==> src/verilog/sc_pkg.sv <==
/*
  Constants, types and the ratio decoder for the strap configuration block.
  Assumes a 25 MHz pclk and an APB slave with 32-bit data.
*/
`default_nettype none

package sc_pkg;

  // Register byte offsets
  localparam logic [11:0] SC_OFS_STATUS  = 12'h000;
  localparam logic [11:0] SC_OFS_CONTROL = 12'h004;

  // Status field positions
  localparam int SC_ST_CODE   = 0;
  localparam int SC_ST_HALVES = 4;
  localparam int SC_ST_VCO    = 8;
  localparam int SC_ST_BYPASS = 12;
  localparam int SC_ST_OFF    = 13;
  localparam int SC_ST_HYST   = 14;
  localparam int SC_ST_CTOE   = 15;
  localparam int SC_ST_FAST   = 16;
  localparam int SC_ST_VALID  = 17;

  // Control field position and reset value
  localparam int   SC_CT_GATE = 0;
  localparam logic SC_RST_GATE = 1'b1;

  // Reset values of the captured straps
  localparam logic [3:0] SC_RST_RATIO  = 4'h3;
  localparam logic       SC_RST_IN_LVL = 1'b1;
  localparam logic       SC_RST_IN_AFT = 1'b1;
  localparam logic       SC_RST_OUT    = 1'b0;

  // Ratio select codes with a special meaning, and the two VCO multipliers
  localparam logic [3:0] SC_CODE_X8     = 4'h1;
  localparam logic [3:0] SC_CODE_BYPASS = 4'h3;
  localparam logic [3:0] SC_CODE_OFF    = 4'hf;
  localparam logic [3:0] SC_VCO_X2      = 4'h2;
  localparam logic [3:0] SC_VCO_X8      = 4'h8;

  // Settle time after hard reset release
  localparam int SC_CLK_MHZ   = 25;
  localparam int SC_SETTLE_NS = 200;
  localparam int SC_SETTLE_CYC =
    (SC_SETTLE_NS * SC_CLK_MHZ + 999) / 1000;

  // Capture sequence states
  typedef enum logic [1:0] {
    SC_RESET,
    SC_SETTLE,
    SC_HELD
  } sc_cap_t;

  // Core ratio in halves (upper nibble) and VCO multiplier
  function automatic logic [7:0] sc_ratio_f(input logic [3:0] c);
    case (c)
      4'h0: sc_ratio_f = {4'h2, SC_VCO_X2};
      4'h1: sc_ratio_f = {4'h2, SC_VCO_X8};
      4'hc: sc_ratio_f = {4'h3, SC_VCO_X2};
      4'h4: sc_ratio_f = {4'h4, SC_VCO_X2};
      4'h6: sc_ratio_f = {4'h5, SC_VCO_X2};
      4'h8: sc_ratio_f = {4'h6, SC_VCO_X2};
      4'he: sc_ratio_f = {4'h7, SC_VCO_X2};
      4'ha: sc_ratio_f = {4'h8, SC_VCO_X2};
      4'h7: sc_ratio_f = {4'h9, SC_VCO_X2};
      4'hb: sc_ratio_f = {4'ha, SC_VCO_X2};
      4'h9: sc_ratio_f = {4'hb, SC_VCO_X2};
      4'hd: sc_ratio_f = {4'hc, SC_VCO_X2};
      4'h5: sc_ratio_f = {4'hd, SC_VCO_X2};
      4'h2: sc_ratio_f = {4'he, SC_VCO_X2};
      4'h3: sc_ratio_f = {4'h2, 4'h0};
      default: sc_ratio_f = 8'h00;
    endcase
  endfunction : sc_ratio_f

endpackage : sc_pkg

`default_nettype wire

==> src/verilog/sc_strap_ctrl.sv <==
/*
  Strap configuration block: synchronises the ratio select and the two
  mode straps, captures them around hard reset and decodes clock and I/O
  modes. Status and control sit behind an APB slave.
  Assumes straps are static board ties or wired to hard reset.
*/
`timescale 1ns/1ps
`default_nettype none

// Notes on behaviour
// RQ1 - Four-bit ratio select sets core and VCO frequency from bus clock.
// RQ2 - Codes 0000 and 0001 give 1:1; VCO times two or eight.
// RQ3 - Remaining codes decode to 1.5 up to 7, VCO times two.
// RQ4 - 0011 bypasses PLL at 1:1; 1111 stops the internal clock.
// RQ5 - Board must not strap codes giving unsupported frequencies.
// RQ6 - Input strap high: hysteresis off, clock test output driven.
// RQ7 - Input strap low: hysteresis on, clock test output floated.
// RQ8 - Input strap on hard reset: hysteresis on, test output driven.
// RQ9 - Input strap on inverse reset: hysteresis off, test output floated.
// RQ10 - Output strap low or on hard reset: fast output mode.
// RQ11 - Output strap high or on inverse reset: compatible output timing.
// RQ12 - Strap levels captured during hard reset, modes held afterwards.
module sc_strap_ctrl #(
  parameter int ADDR_W = 12
) (
  // APB clock and reset
  input  wire logic              pclk,
  input  wire logic              presetn,
  // APB slave
  input  wire logic              psel,
  input  wire logic              penable,
  input  wire logic              pwrite,
  input  wire logic [ADDR_W-1:0] paddr,
  input  wire logic [31:0]       pwdata,
  output var  logic [31:0]       prdata,
  output logic                   pready,
  output logic                   pslverr,
  // Strap pins
  input  wire logic              hard_reset_n,
  input  wire logic [3:0]        ratio_select,
  input  wire logic              input_mode_strap,
  input  wire logic              output_mode_strap,
  // Decoded clock configuration
  output var  logic [3:0]        ratio_code,
  output var  logic [3:0]        core_ratio_halves,
  output var  logic [3:0]        vco_mult,
  output var  logic              pll_enable,
  output var  logic              pll_bypass,
  output var  logic              core_clock_off,
  // Decoded I/O modes
  output var  logic              hysteresis_on,
  output var  logic              fast_out_mode,
  output var  logic              clock_test_output,
  output var  logic              clock_test_output_oe,
  output var  logic              modes_valid
);
  import sc_pkg::*;

  localparam int NSYNC = 7;

  logic [NSYNC-1:0] sync1;
  logic [NSYNC-1:0] sync2;
  logic [NSYNC-1:0] pins;
  logic [3:0]       ratio_s;
  logic             in_s;
  logic             out_s;
  logic             hrst_s;
  sc_cap_t          state;
  logic [3:0]       settle;
  logic [3:0]       cap_ratio;
  logic             lvl_in;
  logic             aft_in;
  logic             lvl_out;
  logic             gate;
  logic [7:0]       dec;
  logic             mapped;
  logic             setup;
  logic             wr_ctl;
  logic [31:0]      next_rdata;

  // Pins cross into pclk through two flops each
  assign pins = {hard_reset_n, output_mode_strap,
                 input_mode_strap, ratio_select};

  genvar gi;
  generate
    for (gi = 0; gi < NSYNC; gi++) begin : g_sync
      always_ff @(posedge pclk or negedge presetn) begin
        if (!presetn) begin
          sync1[gi] <= 1'b0;
          sync2[gi] <= 1'b0;
        end else begin
          sync1[gi] <= pins[gi];
          sync2[gi] <= sync1[gi];
        end
      end
    end
  endgenerate

  assign ratio_s = sync2[3:0];
  assign in_s    = sync2[4];
  assign out_s   = sync2[5];
  assign hrst_s  = sync2[6];

  // Capture sequence; a new hard reset always restarts it
  always_ff @(posedge pclk or negedge presetn) begin
    if (!presetn) begin
      state  <= SC_RESET;
      settle <= 4'h0;
    end else if (!hrst_s) begin
      state  <= SC_RESET;
      settle <= 4'h0;
    end else begin
      case (state)
        SC_RESET: begin
          state  <= SC_SETTLE;
          settle <= 4'h0;
        end
        SC_SETTLE: begin
          settle <= settle + 4'h1;
          if (settle == 4'(SC_SETTLE_CYC - 1)) begin
            state <= SC_HELD;
          end
        end
        SC_HELD: state <= SC_HELD;
        default: state <= SC_RESET;
      endcase
    end
  end

  // Levels seen while hard reset is low; both sync paths match in delay
  always_ff @(posedge pclk or negedge presetn) begin
    if (!presetn) begin
      cap_ratio <= SC_RST_RATIO;
      lvl_in    <= SC_RST_IN_LVL;
      lvl_out   <= SC_RST_OUT;
    end else if (!hrst_s) begin
      cap_ratio <= ratio_s; // RQ1
      lvl_in    <= in_s;    // RQ12
      lvl_out   <= out_s;   // RQ12
    end
  end

  // Input strap level once the release has settled tells reset wiring apart
  always_ff @(posedge pclk or negedge presetn) begin
    if (!presetn) begin
      aft_in <= SC_RST_IN_AFT;
    end else if (state == SC_SETTLE &&
                 settle == 4'(SC_SETTLE_CYC - 1)) begin
      aft_in <= in_s; // RQ12
    end
  end

  assign dec = sc_ratio_f(cap_ratio);

  // Clock configuration outputs
  always_ff @(posedge pclk or negedge presetn) begin
    if (!presetn) begin
      ratio_code        <= SC_RST_RATIO;
      core_ratio_halves <= 4'h0;
      vco_mult          <= 4'h0;
      pll_enable        <= 1'b0;
      pll_bypass        <= 1'b0;
      core_clock_off    <= 1'b0;
    end else begin
      ratio_code        <= cap_ratio;  // RQ1
      core_ratio_halves <= dec[7:4];   // RQ2 RQ3
      vco_mult          <= dec[3:0];   // RQ2 RQ3
      pll_bypass        <= cap_ratio == SC_CODE_BYPASS; // RQ4
      core_clock_off    <= cap_ratio == SC_CODE_OFF;    // RQ4
      pll_enable        <= cap_ratio != SC_CODE_BYPASS &&
                           cap_ratio != SC_CODE_OFF;    // RQ4
    end
  end

  // I/O modes: low during reset means hysteresis on or fast out,
  // high after release means the test clock is driven
  always_ff @(posedge pclk or negedge presetn) begin
    if (!presetn) begin
      hysteresis_on        <= 1'b0;
      fast_out_mode        <= 1'b0;
      clock_test_output_oe <= 1'b0;
      modes_valid          <= 1'b0;
    end else begin
      hysteresis_on        <= !lvl_in;       // RQ6 RQ7 RQ8 RQ9
      clock_test_output_oe <= aft_in && gate; // RQ6 RQ7 RQ8 RQ9
      fast_out_mode        <= !lvl_out;      // RQ10 RQ11
      modes_valid          <= state == SC_HELD;
    end
  end

  // Test clock is pclk halved so it stays visible on a slow pad
  always_ff @(posedge pclk or negedge presetn) begin
    if (!presetn) begin
      clock_test_output <= 1'b0;
    end else begin
      clock_test_output <= !clock_test_output;
    end
  end

  // APB decode; zero wait states
  assign mapped  = paddr[11:0] == SC_OFS_STATUS ||
                   paddr[11:0] == SC_OFS_CONTROL;
  assign setup   = psel && !penable;
  assign pready  = 1'b1;
  assign pslverr = psel && penable && !mapped;
  assign wr_ctl  = psel && penable && pwrite &&
                   paddr[11:0] == SC_OFS_CONTROL;

  // Control register: software can float the test clock regardless
  always_ff @(posedge pclk or negedge presetn) begin
    if (!presetn) begin
      gate <= SC_RST_GATE;
    end else if (wr_ctl) begin
      gate <= pwdata[SC_CT_GATE];
    end
  end

  // Read mux, loaded in the setup phase so data is stable when sampled
  always_comb begin
    next_rdata = 32'h0000_0000;
    if (paddr[11:0] == SC_OFS_STATUS) begin
      next_rdata[SC_ST_CODE +: 4]   = ratio_code;
      next_rdata[SC_ST_HALVES +: 4] = core_ratio_halves;
      next_rdata[SC_ST_VCO +: 4]    = vco_mult;
      next_rdata[SC_ST_BYPASS]      = pll_bypass;
      next_rdata[SC_ST_OFF]         = core_clock_off;
      next_rdata[SC_ST_HYST]        = hysteresis_on;
      next_rdata[SC_ST_CTOE]        = clock_test_output_oe;
      next_rdata[SC_ST_FAST]        = fast_out_mode;
      next_rdata[SC_ST_VALID]       = modes_valid;
    end else if (paddr[11:0] == SC_OFS_CONTROL) begin
      next_rdata[SC_CT_GATE] = gate;
    end
  end

  always_ff @(posedge pclk or negedge presetn) begin
    if (!presetn) begin
      prdata <= 32'h0000_0000;
    end else if (setup && !pwrite) begin
      prdata <= next_rdata;
    end
  end

  // Checks
  a_ratio_stable: assert property ( // RQ1
    @(posedge pclk) disable iff (!presetn)
    state == SC_HELD && $past(state == SC_HELD, 2)
      |-> $stable(ratio_code))
    else $error("ratio changed after capture");

  a_code_x8: assert property ( // RQ2
    @(posedge pclk) disable iff (!presetn)
    cap_ratio == SC_CODE_X8 ##1 cap_ratio == SC_CODE_X8
      |-> vco_mult == 4'h8 && core_ratio_halves == 4'h2)
    else $error("code one must be 1:1 with x8");

  a_code_x2: assert property ( // RQ3
    @(posedge pclk) disable iff (!presetn)
    $past(cap_ratio == 4'hc) && pll_enable
      |-> core_ratio_halves == 4'h3 && vco_mult == 4'h2)
    else $error("code 1100 must be 1.5 with x2");

  a_seven: assert property ( // RQ3
    @(posedge pclk) disable iff (!presetn)
    $past(cap_ratio == 4'h2) |-> core_ratio_halves == 4'he)
    else $error("code 0010 must be 7");

  a_bypass: assert property ( // RQ4
    @(posedge pclk) disable iff (!presetn)
    $past(presetn) && $past(cap_ratio == SC_CODE_BYPASS)
      |-> pll_bypass && !pll_enable && core_ratio_halves == 4'h2)
    else $error("bypass must disable PLL at 1:1");

  a_clock_off: assert property ( // RQ4
    @(posedge pclk) disable iff (!presetn)
    $past(cap_ratio == SC_CODE_OFF)
      |-> core_clock_off && !pll_enable && !pll_bypass)
    else $error("clock off code not decoded");

  a_tie_high: assert property ( // RQ6
    @(posedge pclk) disable iff (!presetn)
    $past(presetn) && $past(lvl_in && aft_in && gate)
      |-> !hysteresis_on && clock_test_output_oe)
    else $error("high tie must be hyst off, driven");

  a_tie_low: assert property ( // RQ7
    @(posedge pclk) disable iff (!presetn)
    $past(!lvl_in && !aft_in)
      |-> hysteresis_on && !clock_test_output_oe)
    else $error("low tie must be hyst on, floated");

  a_on_reset: assert property ( // RQ8
    @(posedge pclk) disable iff (!presetn)
    $past(!lvl_in && aft_in && gate)
      |-> hysteresis_on && clock_test_output_oe)
    else $error("reset wiring must be hyst on, driven");

  a_inv_reset: assert property ( // RQ9
    @(posedge pclk) disable iff (!presetn)
    $past(lvl_in && !aft_in)
      |-> !hysteresis_on && !clock_test_output_oe)
    else $error("inverse wiring must be hyst off, floated");

  a_fast_mode: assert property ( // RQ10
    @(posedge pclk) disable iff (!presetn)
    $past(presetn) && $past(!lvl_out) |-> fast_out_mode)
    else $error("low output strap must give fast out");

  a_compat: assert property ( // RQ11
    @(posedge pclk) disable iff (!presetn)
    $past(lvl_out) |-> !fast_out_mode)
    else $error("high output strap must give compatible");

  a_modes_held: assert property ( // RQ12
    @(posedge pclk) disable iff (!presetn)
    state == SC_HELD [*3]
      |-> $stable(hysteresis_on) && $stable(fast_out_mode))
    else $error("modes changed after reset release");

  a_apb_err: assert property (
    @(posedge pclk) disable iff (!presetn)
    psel && penable && !mapped |-> pslverr && pready)
    else $error("unmapped access must error");

endmodule : sc_strap_ctrl

`default_nettype wire

==> config.mk <==
export PLATFORM = sky130hd
export DESIGN_NAME = sc_strap_ctrl
export DESIGN_NICKNAME = d
export VERILOG_FILES = /design/src/verilog/sc_pkg.sv /design/src/verilog/sc_strap_ctrl.sv
export SDC_FILE = /design/constraint.sdc
export NUM_CORES = 1
export LEC_CHECK = 0
export BUFFER_PORTS_ARGS = -buffer_cell sky130_fd_sc_hd__buf_2
export CAP_MARGIN = 20
export CORE_MARGIN = 2
export CORE_UTILIZATION = 47
export DETAILED_ROUTE_END_ITERATION = 12
export PLACE_DENSITY_LB_ADDON = 0.1
export SYNTH_ARGS = -nofsm -noshare
export SYNTH_HDL_FRONTEND = slang
export SYNTH_SLANG_ARGS = --single-unit
==> constraint.sdc <==
create_clock -name pclk -period 2.2 [get_ports pclk]
set_clock_uncertainty 0.15 [all_clocks]
set_input_delay 0.11 -clock pclk [delete_from_list [all_inputs] [get_ports pclk]]
set_output_delay 0.11 -clock pclk [all_outputs]
set_load 0.05 [all_outputs]
# After elaboration in Yosys (flattened, before gate mapping)
# Memories as Yosys holds them, arrays and structs flattened. A register that Yosys moved wholly into a read port is not among the register bits.
# Index checks and enable logic that the tools add are counted.
dict set report totals {
  ff_bits 62
  latch_bits 0
  mem_bits_rw 0
  romBits 96
  inputBits 56
  wordCells 71
  n_memories 1
}
dict set report classes {
  addsub 1
  multipliers 0
  div 0
  order_cmp 0
  n_eq_ne 10
  n_shift 0
  muxes 8
  n_bitwise 0
  n_reduce_logical 19
}
# memory depth width read_ports rd_ports_with_merged_regs wr line_no
set memory_table {}
lappend memory_table {{(name not given)} 16 6 1 1 0 sc_pkg.sv:56} ;# case (c)
# operator count
set ops {}
lappend ops {{$mux 17} 1}
lappend ops {{$eq 12x3->1 const B} 1}
lappend ops {{$logic_not 12->1} 1}
lappend ops {{$logic_and 1x1->1} 9}
lappend ops {{$pmux 4 s2} 1}
lappend ops {{$logic_not 1->1} 7}
lappend ops {{$pmux 2 s3} 1}
lappend ops {{$add 4x1->4 const B} 1}
lappend ops {{$eq 4x2->1 const B} 1}
lappend ops {{$eq 4x3->1 const B} 1}
lappend ops {{$eq 4x4->1 const B} 1}
lappend ops {{$mux 2} 2}
lappend ops {{$mux 4} 1}
lappend ops {{$ne 4x2->1 const B} 1}
lappend ops {{$ne 4x4->1 const B} 1}
lappend ops {{$ne 3x1->1 const B} 1}
lappend ops {{$ne 3x3->1 const B} 1}
lappend ops {{$eq 2x1->1 const B} 1}
lappend ops {{$eq 2x2->1 const B} 1}
lappend ops {{$logic_not 2->1} 1}
lappend ops {{$mux 1} 2}
lappend ops {{$logic_or 1x1->1} 1}

# Longest topological paths before layout
# Gate-level depths: netlist of run 1.
dict set report logic_depth {
  ltp_word 4
  depth_mapped 6
  ltp_nobuf 5
}

# Worst setup path before layout of run 1
# No wires, ideal clock.
dict set report synth_path {
  path_type {register to register}
  startpoint {register cap_ratio[0]}
  endpoint {register core_ratio_halves[2]}
  setup_ps 138
  arrival_time_ps 1365
  slack_ps 546
  path_stages_with_launch 4
  path_buffers 0
  period_less_slack_ps 1654
  path_cell_list {dfstp_2 inv_1 ha_1 mux4_2}
}
# element line_no
set synth_rtl {}
lappend synth_rtl {{from (decl)} sc_strap_ctrl.sv:70} ;# logic [3:0] cap_ratio;
lappend synth_rtl {{from (signal assigned)} sc_strap_ctrl.sv:138} ;# cap_ratio <= ratio_s;
lappend synth_rtl {{to (decl)} sc_strap_ctrl.sv:45} ;# output var logic [3:0] core_ratio_halves,

# Worst setup path in the final report of run 1
dict set report layout_path {
  startpoint {input paddr[6]}
  endpoint {register prdata[0]}
}
dict set report layout_via {
  elab_chain_len 3
  elab_cells_between_ends 4
}
# element line_no
set layout_lines {}
lappend layout_lines {{from (decl)} sc_strap_ctrl.sv:33} ;# input wire logic [ADDR_W-1:0] paddr,
lappend layout_lines {{$eq 12x3->1} sc_strap_ctrl.sv:232} ;# end else if (paddr[11:0] == SC_OFS_CONTROL) begin
lappend layout_lines {{$mux 1} sc_strap_ctrl.sv:232}
lappend layout_lines {{$mux 1 (*)} sc_strap_ctrl.sv:222} ;# if (paddr[11:0] == SC_OFS_STATUS) begin
lappend layout_lines {{to (signal assigned)} sc_strap_ctrl.sv:241} ;# prdata <= next_rdata;
lappend layout_lines {{to (decl)} sc_strap_ctrl.sv:35} ;# output var logic [31:0] prdata,
# Every way passes the cells marked *; elsewhere a longest branch is shown, timed or not.
# A chain may end at the register's enable or synchronous reset.

==> results.md, run 1 <==
* Outcome: finished, final reports clean
* Antenna Cells at 0
* Met3 wire len at between 300 and 400 um
* Die area at 6112 um2
* Hold Path Class: input pin to flop
* Reg-to-reg endpoint: core_ratio_halves[2]
* Post-DR wirelength/cell at roughly 12 um
* Hold Path Sink: gate
* Top Metal Used: met4
* Fin util at between 50 and 60%
* Pwr Density at around 920 nW/um2
* Max Cap Viol at 0
* Clk sinks at just over 60
* Main combinational cell family by area after synthesis: simple AND/OR/NAND/NOR gates
* Count of different cell masters after synthesis at 42
* Buffers and inverters on the worst path at 3
* Routability cong. at ~0.72
* Share of the synthesized area in the top cell type at a little over half
* Crit end category: flop
* Synthesis-to-finish area growth at 22.40%
* Largest net degree at the start of global routing at 63
* Initial antenna violation count at 0
* Synth Area in Adders at 5.322%
* Post-synthesis mux area share at under 10%
* Gates resized, CTS repair at 0
* Via-to-Cell Ratio at 4.650
* Relative slew slack at 50.93%
* Iteration count of the initial detailed-routing pass at 4
* Crit Path Class: input pin to flop
* Worst R2R Path Depth at 3
* Worst EP arrival at 1920 ps
* Fmax at 545.6 MHz
* Post-synth EDFFs at 0
* Top cells by count, synth: dfrtp_1 (55), buf_4 (19), ha_1 (11), inv_1 (10), nand2_1 (10)
* Min-delay src: paddr[5]
* DRT Wirelength at 4145 um
* Startpoint types: input pin
* Detailed Place HPWL at ~2700 um
* Sequential element share of the synthesized area at approximately 60%
* WHS Path Cells at 4
* H-tree levels at 3
* Clock buffer count from CTS at 9
* Fin nets at between 300 and 400
* LEAKAGE at about 1.6 nW
* Starting Density at between 40% and 50%
* Core area at roughly 5400 um2
* Synthesized area at around 2600 um2
* Slowest-stage cell, CP: dlygate4sd3_1
* Cell Rows at 27
* Clock Tree Buf Depth at 2
* Slew @ Worst Pin at 736.1 ps
* Synth Area in Simple Gates at about 9.8%
* Endpoints failing hold at 0
* Clk_lat worst skew at about 330 ps
* Worst flop-to-flop path startpoint: cap_ratio[0]
* Routed Antenna Nets at 0
* RSZ-0062 raised after global routing: false
* Clock Pin Slew Worst Setup and Hold Paths at roughly 70 ps
* Via count at ~1600
* Number of global-route vias before repair at 1383
* #FFs+latches synth at 62
* Required time of the critical path at roughly 2300 ps
* Met2 WL at ~1800 um
* Peak VDD IR at between 0.0005 and 0.0006 V
* GRT Overall Usage at between 10% and 20%
* Yosys top cell by area: dfrtp_1
* Setup TNS at 0 ps
* Mapped Cells at ~190
* Layout fillers at 470
* Metal1 wirelength at a little under 2000 um
* Final setup viols at 0
* Port Buffer Count at a little under 60
* Fin crit share at between 80% and 90%
* Post-synth ARST share at between 90% and 100%
* CTS tree: built
* Largest stage delay on the critical path at approximately 600 ps
* Synth Area in Compound Gates at 8.853%
* Area contributors post-synth: dfrtp_1 (53%), dfstp_2 (7.1%), buf_4 (5.5%), ha_1 (5.3%), mux2_2 (3.5%)
* Ys Warns at 0
* Die Width at ~78 um
* CP Max Fanout at 3
* Initial DRC Count at 84
* WHS at 19.11 ps
* Cell family with most CP delay: buffers and inverters
* Post-CTS setup buffers at 0
* Share of layout cells above drive strength 1 at approximately two fifths
* First-pass GRT wire length at about 6600 um
* Root Driver: clkbuf_8
* Final Max Tran Viols at 0
* Xor and xnor fraction of the mapped netlist area at less than 1%
* Total gr overflow at 0
* Syn_area_per_cell at 13.54 um2
* Most used flip-flop cell after synthesis: dfrtp_1
* Ports at 110
* Die Y at 78.18 um
* Remaining DRCs at 0
* Critical-path cell list: dlygate4sd3_1, buf_2, nor4_4, nand3_1, dlygate4sd3_1, o31ai_2
* Most frequent cell after synthesis: dfrtp_1
* Most used cell, CP: dlygate4sd3_1
* Fin crit period at ~1800 ps
* Reg2reg setup slack at approximately 440 ps
what timing repair did:
action	4_1_cts	5_1_grt
setup endpoints to repair	0	0
hold buffers	11	0
hold endpoints to repair	64	0
per-layer routing:
layer	GRT usage, %	vias to the layer above
met5	0	-
met4	8.421	0
met3	6.322	7
met2	19.05	61
met1	19.63	754
li1	-	759
registers in the layout, summed over array words and instances (netlist names), 2 cells and up:
name	cells
core_ratio_halves	4
state	2
sync1	7
ratio_code	4
vco_mult	2
settle	4
cap_ratio	4
ratio_s	4
prdata	16
worst max path at each step:
stage            startpoint                   end  slack [ps]  depth (start not counted)
5_1_grt            paddr[6]             prdata[0]         280                          6
3_5_place_dp   cap_ratio[0]  core_ratio_halves[2]         450                          3
6_report           paddr[6]             prdata[0]         370                          6
3_3_place_gp   cap_ratio[0]  core_ratio_halves[2]         460                          3
4_1_cts            paddr[6]             prdata[0]         380                          6
2_1_floorplan  cap_ratio[0]  core_ratio_halves[2]         550                          3
area by class of cell:
| type | count | area [um2] | area share [%] |
|---|---|---|---|
| sequential | 62 | 1560 | 49.29 |
| clock inverter | 6 | 85.08 | 2.688 |
| inverter | 10 | 37.54 | 1.186 |
| tap | 72 | 90.09 | 2.846 |
| timing repair buffer | 71 | 412.9 | 13.04 |
| multi-input combinational | 109 | 842.1 | 26.60 |
| clock buffer | 10 | 137.6 | 4.348 |
where the power goes:
part / switching [mW] / internal [mW]
logic: 0.382 / 0.154
registers: 0.0672 / 1.23
clock network: 0.426 / 0.664
placed cells by master, fill, tap and decap left out, types with 3 or more instances in the layout:
cell type	n
a22o_1	9
and2_1	3
a22o_2	5
clkbuf_8	10
inv_1	10
nor2b_1	3
a21oi_1	3
nor2_1	6
dfstp_2	7
buf_2	59
conb_1	19
dfrtp_1	55
mux2_2	8
mux2i_1	3
dlygate4sd3_1	11
nand2_1	10
ha_1	11
worst register-to-register path: cells and delay by family (launching register included):
kind | cells | cell delay (ps)
DFF | 1 | 620
adders and majority gates | 1 | 290
muxes | 1 | 480
buffers and inverters | 1 | 100
cells by family (layout without fill, tap and decap cells):
logic type      count (synthesis)  after routing
compound gates                 26             26
fa+ha+maj                      11             11
xor+xnor                        1              1
flops                          62             62
mux                            12             12
simple gates                   40             40
buf+inv                        37             97
other cells                     2             19
through the flow:
step	setup slack [ps]	cells	instance area [um2]	power, mW
2_1_floorplan	546.3	208	2650	1.739
3_3_place_gp	460.1	313	2833	1.847
3_5_place_dp	445.9	313	2833	1.848
4_1_cts	380.2	340	3166	2.962
5_1_grt	280.0	340	3166	3.081
6_report	367.0	340	3166	2.927
No activity file was read; power rests on OpenSTA's default activity.
==> run 2: changes to the inputs <==
--- a/config.mk
+++ b/config.mk
@@ -8,7 +8,7 @@
 export BUFFER_PORTS_ARGS = -buffer_cell sky130_fd_sc_hd__buf_2
 export CAP_MARGIN = 20
 export CORE_MARGIN = 2
-export CORE_UTILIZATION = 47
+export CORE_UTILIZATION = 43
 export DETAILED_ROUTE_END_ITERATION = 12
 export PLACE_DENSITY_LB_ADDON = 0.1
 export SYNTH_ARGS = -nofsm -noshare
==> constraint.sdc (replaced) <==
create_clock -name pclk -period 1.6 [get_ports pclk]
set_clock_uncertainty 0.15 [all_clocks]
set_input_delay 0.08 -clock pclk [delete_from_list [all_inputs] [get_ports pclk]]
set_output_delay 0.08 -clock pclk [all_outputs]
set_load 0.05 [all_outputs]
==> run 2 against run 1 <==
Via count up 3.4%. Clock power up 22%. Non-clock buffer count increased by 15. Combinational power up 57%. Critical path depth shrank 2. Die area increased by 8.8%. First-iteration DRC count down 21%. Critical path type is now flop to flop.
==> results.md, run 2 (synthesis results as in run 1) <==
* Port Buffer Count at 59 (unchanged)
* Clk_lat worst skew at 320 ps (was 330 ps)
* Initial antenna violation count at 0 (unchanged)
* Required time of the critical path at 1650 ps (was 2290 ps)
* Total gr overflow at 0 (unchanged)
* Antenna Cells at 0 (unchanged)
* Fmax at 633.8 MHz
* Pre-CTS WS at -9.170 ps (was 445.9 ps)
* Reg2reg setup slack at 20 ps (was 440 ps)
* Ports at 110 (unchanged)
* Die Width at 81.56 um (was 78.18 um)
* Die Y at 81.56 um (was 78.18 um)
* Placed insts at 329 (was 313)
* Detailed Place HPWL at 3030 um (was 2735 um)
* Clock Tree Buf Depth at 2 (unchanged)
* Die area at 6651 um2 (was 6112 um2)
* Hold Path Class: input pin to async pin (was input pin to flop)
* Crit end category: flop (unchanged)
* Most flop-heavy register: prdata (unchanged)
* Crit path depth at 4 (was 6)
* Non-filler cells, final at 358 (was 340)
* Largest stage delay on the critical path at 560 ps (was 600 ps)
* Most common cell after layout, fill and taps aside: buf_2 (unchanged)
* Startpoint types: flop (was input pin)
* Flip-flop count of the largest register after layout at 16 (unchanged)
* Routed Antenna Nets at 0 (unchanged)
* Post-DR wirelength/cell at 12.77 um (was 12.19 um)
* Synthesis-to-finish area growth at 28.16% (was 22.40%)
* GRT Overall Usage at 14.98% (was 14.44%)
* Fin crit share at between 90 and 100%
* RSZ-0062 raised after global routing: true (was false)
* Root Driver: clkbuf_8 (unchanged)
* Starting Density at 44.20% (was 47.85%)
* H-tree levels at 3 (unchanged)
* Slowest-stage cell, CP: dfstp_2 (was dlygate4sd3_1)
* Remaining DRCs at 0 (unchanged)
* Share of layout cells above drive strength 1 at 44.17% (was 38.43%)
* Cell Rows at 28 (was 27)
* DRT Wirelength at 4571 um (was 4145 um)
* Routability cong. at 0.7606 (was 0.7240)
* Via count at 1634 (was 1581)
* Endpoints failing hold at 0 (unchanged)
* Most frequent cells in the layout: buf_2 (59), dfrtp_1 (55), conb_1 (19) (unchanged)
* Fin nets at 345 (was 330)
* Worst EP arrival at 1630 ps (was 1920 ps)
* Fin crit period at ~1600 ps
* WHS at 122.0 ps (was 19.11 ps)
* Placed Area at 2947 um2 (was 2833 um2)
* Final Instance Area at 3314 um2 (was 3166 um2)
* Clock buffer count from CTS at 9 (unchanged)
* Max Cap Viol at 0 (unchanged)
* Outcome: finished, final reports clean (unchanged)
* CP Max Fanout at 3 (unchanged)
* Buffers and inverters on the worst path at 2 (was 3)
* Clk sinks at 62 (unchanged)
* LEAKAGE at 1.672 nW (was 1.603 nW)
* Setup TNS at 0 ps (unchanged)
* Core area at 5851 um2 (was 5405 um2)
* Fin util at 56.65% (was 58.56%)
* Worst R2R Path Depth at 4 (was 3)
* Cell family with most CP delay: flip-flops (was buffers and inverters)
* Top flop regs: prdata (16), sync1 (7) (unchanged)
* Clock Pin Slew Worst Setup and Hold Paths at 80 ps (was 70 ps)
* Via-to-Cell Ratio at 4.564 (was 4.650)
* Final Power at 3.951 mW (was 2.927 mW)
* Final setup viols at 0 (unchanged)
* Critical-path cell list: buf_4, ha_4, inv_2, mux4_2 (was dlygate4sd3_1, buf_2, nor4_4, nand3_1, dlygate4sd3_1, o31ai_2)
* Peak VDD IR at 0.0005663 V (was 0.0005660 V)
* Final WS setup at 22.10 ps (was 367.0 ps)
* First-pass GRT wire length at 7341 um (was 6610 um)
* Final Max Tran Viols at 0 (unchanged)
* Largest net degree at the start of global routing at 63 (unchanged)
* Number of global-route vias before repair at 1613 (was 1383)
* Iteration count of the initial detailed-routing pass at 4 (unchanged)
* CTS tree: built (unchanged)
* Crit Path Class: flop to flop (was input pin to flop)
* Pwr Density at 1192 nW/um2 (was 924.8 nW/um2)
* Initial DRC Count at 66 (was 84)
[run 2: changes by cell type in the layout (fill, tap and decap cells not counted), moves of 2 or more]
cell | before | now
buf_4 | 1 | 13
inv_2 | 0 | 2
ha_4 | 0 | 2
inv_1 | 10 | 7
ha_1 | 11 | 8
clkinv_4 | 0 | 2
[run 2: worst reg2reg max path: stages, from the launching register on]
cell	delay (ps)
dfstp_2	560
buf_4	140
ha_4	130
inv_2	30
mux4_2	450
[run 2: worst paths after layout]
path                              start                   end
max in group asynchronous       presetn          cap_ratio[0]
max                        cap_ratio[0]  core_ratio_halves[2]
min in group pclk                pwrite             prdata[0]
min reg2reg                    sync1[2]            ratio_s[2]
max reg2reg                cap_ratio[0]  core_ratio_halves[2]
min                             presetn            prdata[12]
[run 2: layout make-up]
type                            instances  area, um2
Fill cell                             511       2536
Sequential cell                        62       1560
Multi-Input combinational cell        109      878.3
Timing Repair Buffer                   86      544.3
Clock buffer                            9      123.9
Tap cell                               75      93.84
Clock inverter                          7      73.82
Inverter                               10      40.04
[run 2: per-layer routing]
| layer | track usage [%] | share of wire [%] |
|---|---|---|
| met1 | 19.28 | 46 |
| met5 | 0 | 0 |
| met3 | 4.176 | 8.0 |
| met4 | 7.627 | 1.1 |
| met2 | 23.20 | 45 |
[run 2: what timing repair did]
| action | 4_1_cts | 5_1_grt |
|---|---|---|
| gates resized for setup | 1 | 8 |
| pin swaps | 0 | 1 |
| setup endpoints to repair | 1 | 4 |
| endpoints found under the hold margin | 71 | 0 |
| buffers inserted | 0 | 1 |
| hold buffers | 12 | 0 |
[run 2: power breakdown]
part	switching [mW]	internal [mW]	leakage, nW
clock	0.609	0.723	0.0996
sequential	0.0784	1.70	0.768
combinational	0.570	0.273	0.805
total	1.26	2.69	1.67
==> run 3: changes to the inputs <==
--- a/config.mk
+++ b/config.mk
@@ -5,11 +5,11 @@
 export SDC_FILE = /design/constraint.sdc
 export NUM_CORES = 1
 export LEC_CHECK = 0
-export BUFFER_PORTS_ARGS = -buffer_cell sky130_fd_sc_hd__buf_2
 export CAP_MARGIN = 20
 export CORE_MARGIN = 2
-export CORE_UTILIZATION = 43
+export CORE_UTILIZATION = 56
 export DETAILED_ROUTE_END_ITERATION = 12
+export DONT_BUFFER_PORTS = 1
 export PLACE_DENSITY_LB_ADDON = 0.1
 export SYNTH_ARGS = -nofsm -noshare
 export SYNTH_HDL_FRONTEND = slang
==> constraint.sdc (replaced) <==
create_clock -name pclk -period 1.45 [get_ports pclk]
set_clock_uncertainty 0.15 [all_clocks]
set_input_delay 0.0725 -clock pclk [delete_from_list [all_inputs] [get_ports pclk]]
set_output_delay 0.0725 -clock pclk [all_outputs]
set_load 0.05 [all_outputs]
==> run 3 against run 2 <==
The run now ends with hold timing, setup timing left. Register-to-register slack worse by 140 ps. Clock power increased by 38%. Sequential power rose by 11%. Routed wire length up 2.2%. Die area is 22% lower. Highest routed layer unchanged. Flip-flop and latch count did not move. Worst hold slack lost 840 ps. Via count is 2.2% lower. Non-clock buffer count down 23. Maximum frequency rose by 0.82%.
==> results.md, run 3 (synthesis results as in run 1) <==
* Non-filler cells, final at 312 (was 358)
* Worst flop-to-flop path startpoint: cap_ratio[0] (unchanged)
* Clock Tree Buf Depth at 2 (unchanged)
* H-tree levels at 3 (unchanged)
* Pre-CTS WS at -177.0 ps (was -9.170 ps)
* Total gr overflow at 0 (unchanged)
* Placed insts at 278 (was 329)
* Max Cap Viol at 0 (unchanged)
* Clock network power share at 37.7% (was 33.7%)
* Crit Path Class: flop to flop (unchanged)
* Flip-flop count of the largest register after layout at 16 (unchanged)
* Initial antenna violation count at 0 (unchanged)
* Pwr Density at 1431 nW/um2 (was 1192 nW/um2)
* Reg area at 1560 um2 (unchanged)
* Slew @ Worst Pin at ~590 ps
* Synthesis-to-finish area growth at 31.16% (was 28.16%)
* Required time of the critical path at 1510 ps (was 1650 ps)
* Clock Pin Slew Worst Setup and Hold Paths at 70 ps (was 80 ps)
* Pint at 3.461 mW (was 2.694 mW)
* Hold Path Class: input pin to async pin (unchanged)
* Antenna Cells at 0 (unchanged)
* Relative slew slack at 60.87%
* Worst EP arrival at 1620 ps (was 1630 ps)
* Final Max Tran Viols at 0 (unchanged)
* Clk_lat worst skew at 330 ps (was 320 ps)
* Net Sw Frac at 28.71% (was 31.82%)
* RSZ-0062 raised after global routing: true (unchanged)
* Final WS setup at -115.0 ps (was 22.10 ps)
* Ports at 110 (unchanged)
* Routed Antenna Nets at 0 (unchanged)
* Switching pwr at 1.394 mW (was 1.257 mW)
* Final Instance Area at 3392 um2 (was 3314 um2)
* Setup TNS at -185.0 ps (was 0 ps)
* Number of global-route vias before repair at 1622 (was 1613)
* Peak VDD IR at 0.001316 V (was 0.0005663 V)
* First-pass GRT wire length at 7348 um (was 7341 um)
* Placed Area at 2843 um2 (was 2947 um2)
* Top flop regs: prdata (16), sync1 (7) (unchanged)
* Port Buffer Count at 0 (was 59)
* Reg2reg setup slack at -110 ps (was 20 ps)
* Fin nets at 322 (was 345)
* Reg-to-reg endpoint: core_ratio_halves[2] (unchanged)
* Share of layout cells above drive strength 1 at 44.23% (was 44.17%)
* Initial DRC Count at 109 (was 66)
* Starting Density at 58.59% (was 44.20%)
* LEAKAGE at 1.632 nW (was 1.672 nW)
* Die Width at 71.96 um (was 81.56 um)
* Post-DR wirelength/cell at 14.97 um (was 12.77 um)
* Die Y at 71.96 um (was 81.56 um)
* Outcome: complete, but fails checks (was finished, final reports clean)
* Die area at 5178 um2 (was 6651 um2)
* Detailed Place HPWL at 3010 um (was 3030 um)
* Final setup viols at 3 (was 0)
* Routability cong. at 0.7513 (was 0.7606)
* Fin crit period at 1565 ps (was 1578 ps)
* Via-to-Cell Ratio at 5.122 (was 4.564)
* CP Max Fanout at 3 (unchanged)
* Startpoint types: flop (unchanged)
* Largest net degree at the start of global routing at 63 (unchanged)
* Setup crit end: core_ratio_halves[2] (unchanged)
* CP startpoint: cap_ratio[0] (unchanged)
* Crit end category: flop (unchanged)
* Failing checks: hold timing, setup timing
* Fmax at 639.0 MHz (was 633.8 MHz)
* DRT Wirelength at 4670 um (was 4571 um)
* Logic pwr share at 21.5% (was 21.3%)
* CTS tree: built (unchanged)
* Most frequent cells in the layout: dfrtp_1 (55), buf_4 (45), conb_1 (19) (was buf_2 (59), dfrtp_1 (55), conb_1 (19))
* Root Driver: clkbuf_8 (unchanged)
* WHS at -722.1 ps (was 122.0 ps)
* Layout fillers at 286 (was 511)
* GRT Overall Usage at 19.00% (was 14.98%)
* Endpoints failing hold at 62 (was 0)
* Final Power at 4.855 mW (was 3.951 mW)
* Most flop-heavy register: prdata (unchanged)
* Fin crit share at 107.9% (was 98.62%)
* Iteration count of the initial detailed-routing pass at 4 (unchanged)
* Sequential Power Share at 40.8% (was 44.9%)
* Clock buffer count from CTS at 9 (unchanged)
* Via count at 1598 (was 1634)
* Cell Rows at 24 (was 28)
* Core area at 4414 um2 (was 5851 um2)
* Worst R2R Path Depth at 3 (was 4)
* Clk sinks at 62 (unchanged)
* Remaining DRCs at 0 (unchanged)
* Most common cell after layout, fill and taps aside: dfrtp_1 (was buf_2)
* Area of the multi-input gates at 958.4 um2 (was 878.3 um2)
run 3: worst max-delay path: stages (launching register included):
cell	delay, ps
dfstp_2	550
inv_2	70
ha_4	230
mux4_2	450
run 3: metrics by stage:
stage	utilization (%)	hold slack [ps]
5_1_grt	76.84	-750.3
6_report	76.84	-722.1
3_3_place_gp	64.40	-371.8
2_1_floorplan	-	-373.1
3_5_place_dp	64.40	-371.7
4_1_cts	73.89	-738.1
run 3: area by class of cell:
| cell class | instances | share of cell area [%] |
|---|---|---|
| inverter | 10 | 1.107 |
| tap | 52 | 1.918 |
| multi-input combinational | 109 | 28.26 |
| clock inverter | 6 | 3.209 |
| timing repair buffer | 63 | 15.46 |
| sequential | 62 | 46.00 |
| clock buffer | 10 | 4.058 |
run 3: worst min path at each step:
| stage | to | cells past startpoint |
|---|---|---|
| 2_1_floorplan | cap_ratio[2] | 0 |
| 3_3_place_gp | prdata[9] | 0 |
| 3_5_place_dp | prdata[9] | 0 |
| 4_1_cts | prdata[17] | 0 |
| 5_1_grt | prdata[12] | 0 |
| 6_report | prdata[0] | 0 |
run 3: power groups by stage:
stage | clock [mW] | combinational (mW) | sequential, mW
detailed placement | 0 | 0.840 | 2.01
global route | 1.95 | 1.12 | 2.00
global placement | 0 | 0.802 | 2.00
floorplan | 0 | 0.453 | 2.19
finish | 1.83 | 1.04 | 1.98
CTS | 1.87 | 0.933 | 1.97
run 3: per-layer routing:
layer / share of wire (%) / global-route usage, % / vias up
li1: - / - / 745
met1: 40 / 22.84 / 777
met2: 51 / 30.97 / 61
met3: 6.3 / 6.667 / 15
met4: 2.8 / 8.805 / 0
met5: 0 / 0 / -
run 3: what timing repair did:
| item | CTS | global route |
|---|---|---|
| resized for setup | 8 | 25 |
| pin swaps | 2 | 3 |
| hold buffers | 11 | 3 |
| hold endpoints to repair | 71 | 63 |
| buffers inserted | 4 | 1 |
| endpoints found under the setup margin | 11 | 12 |
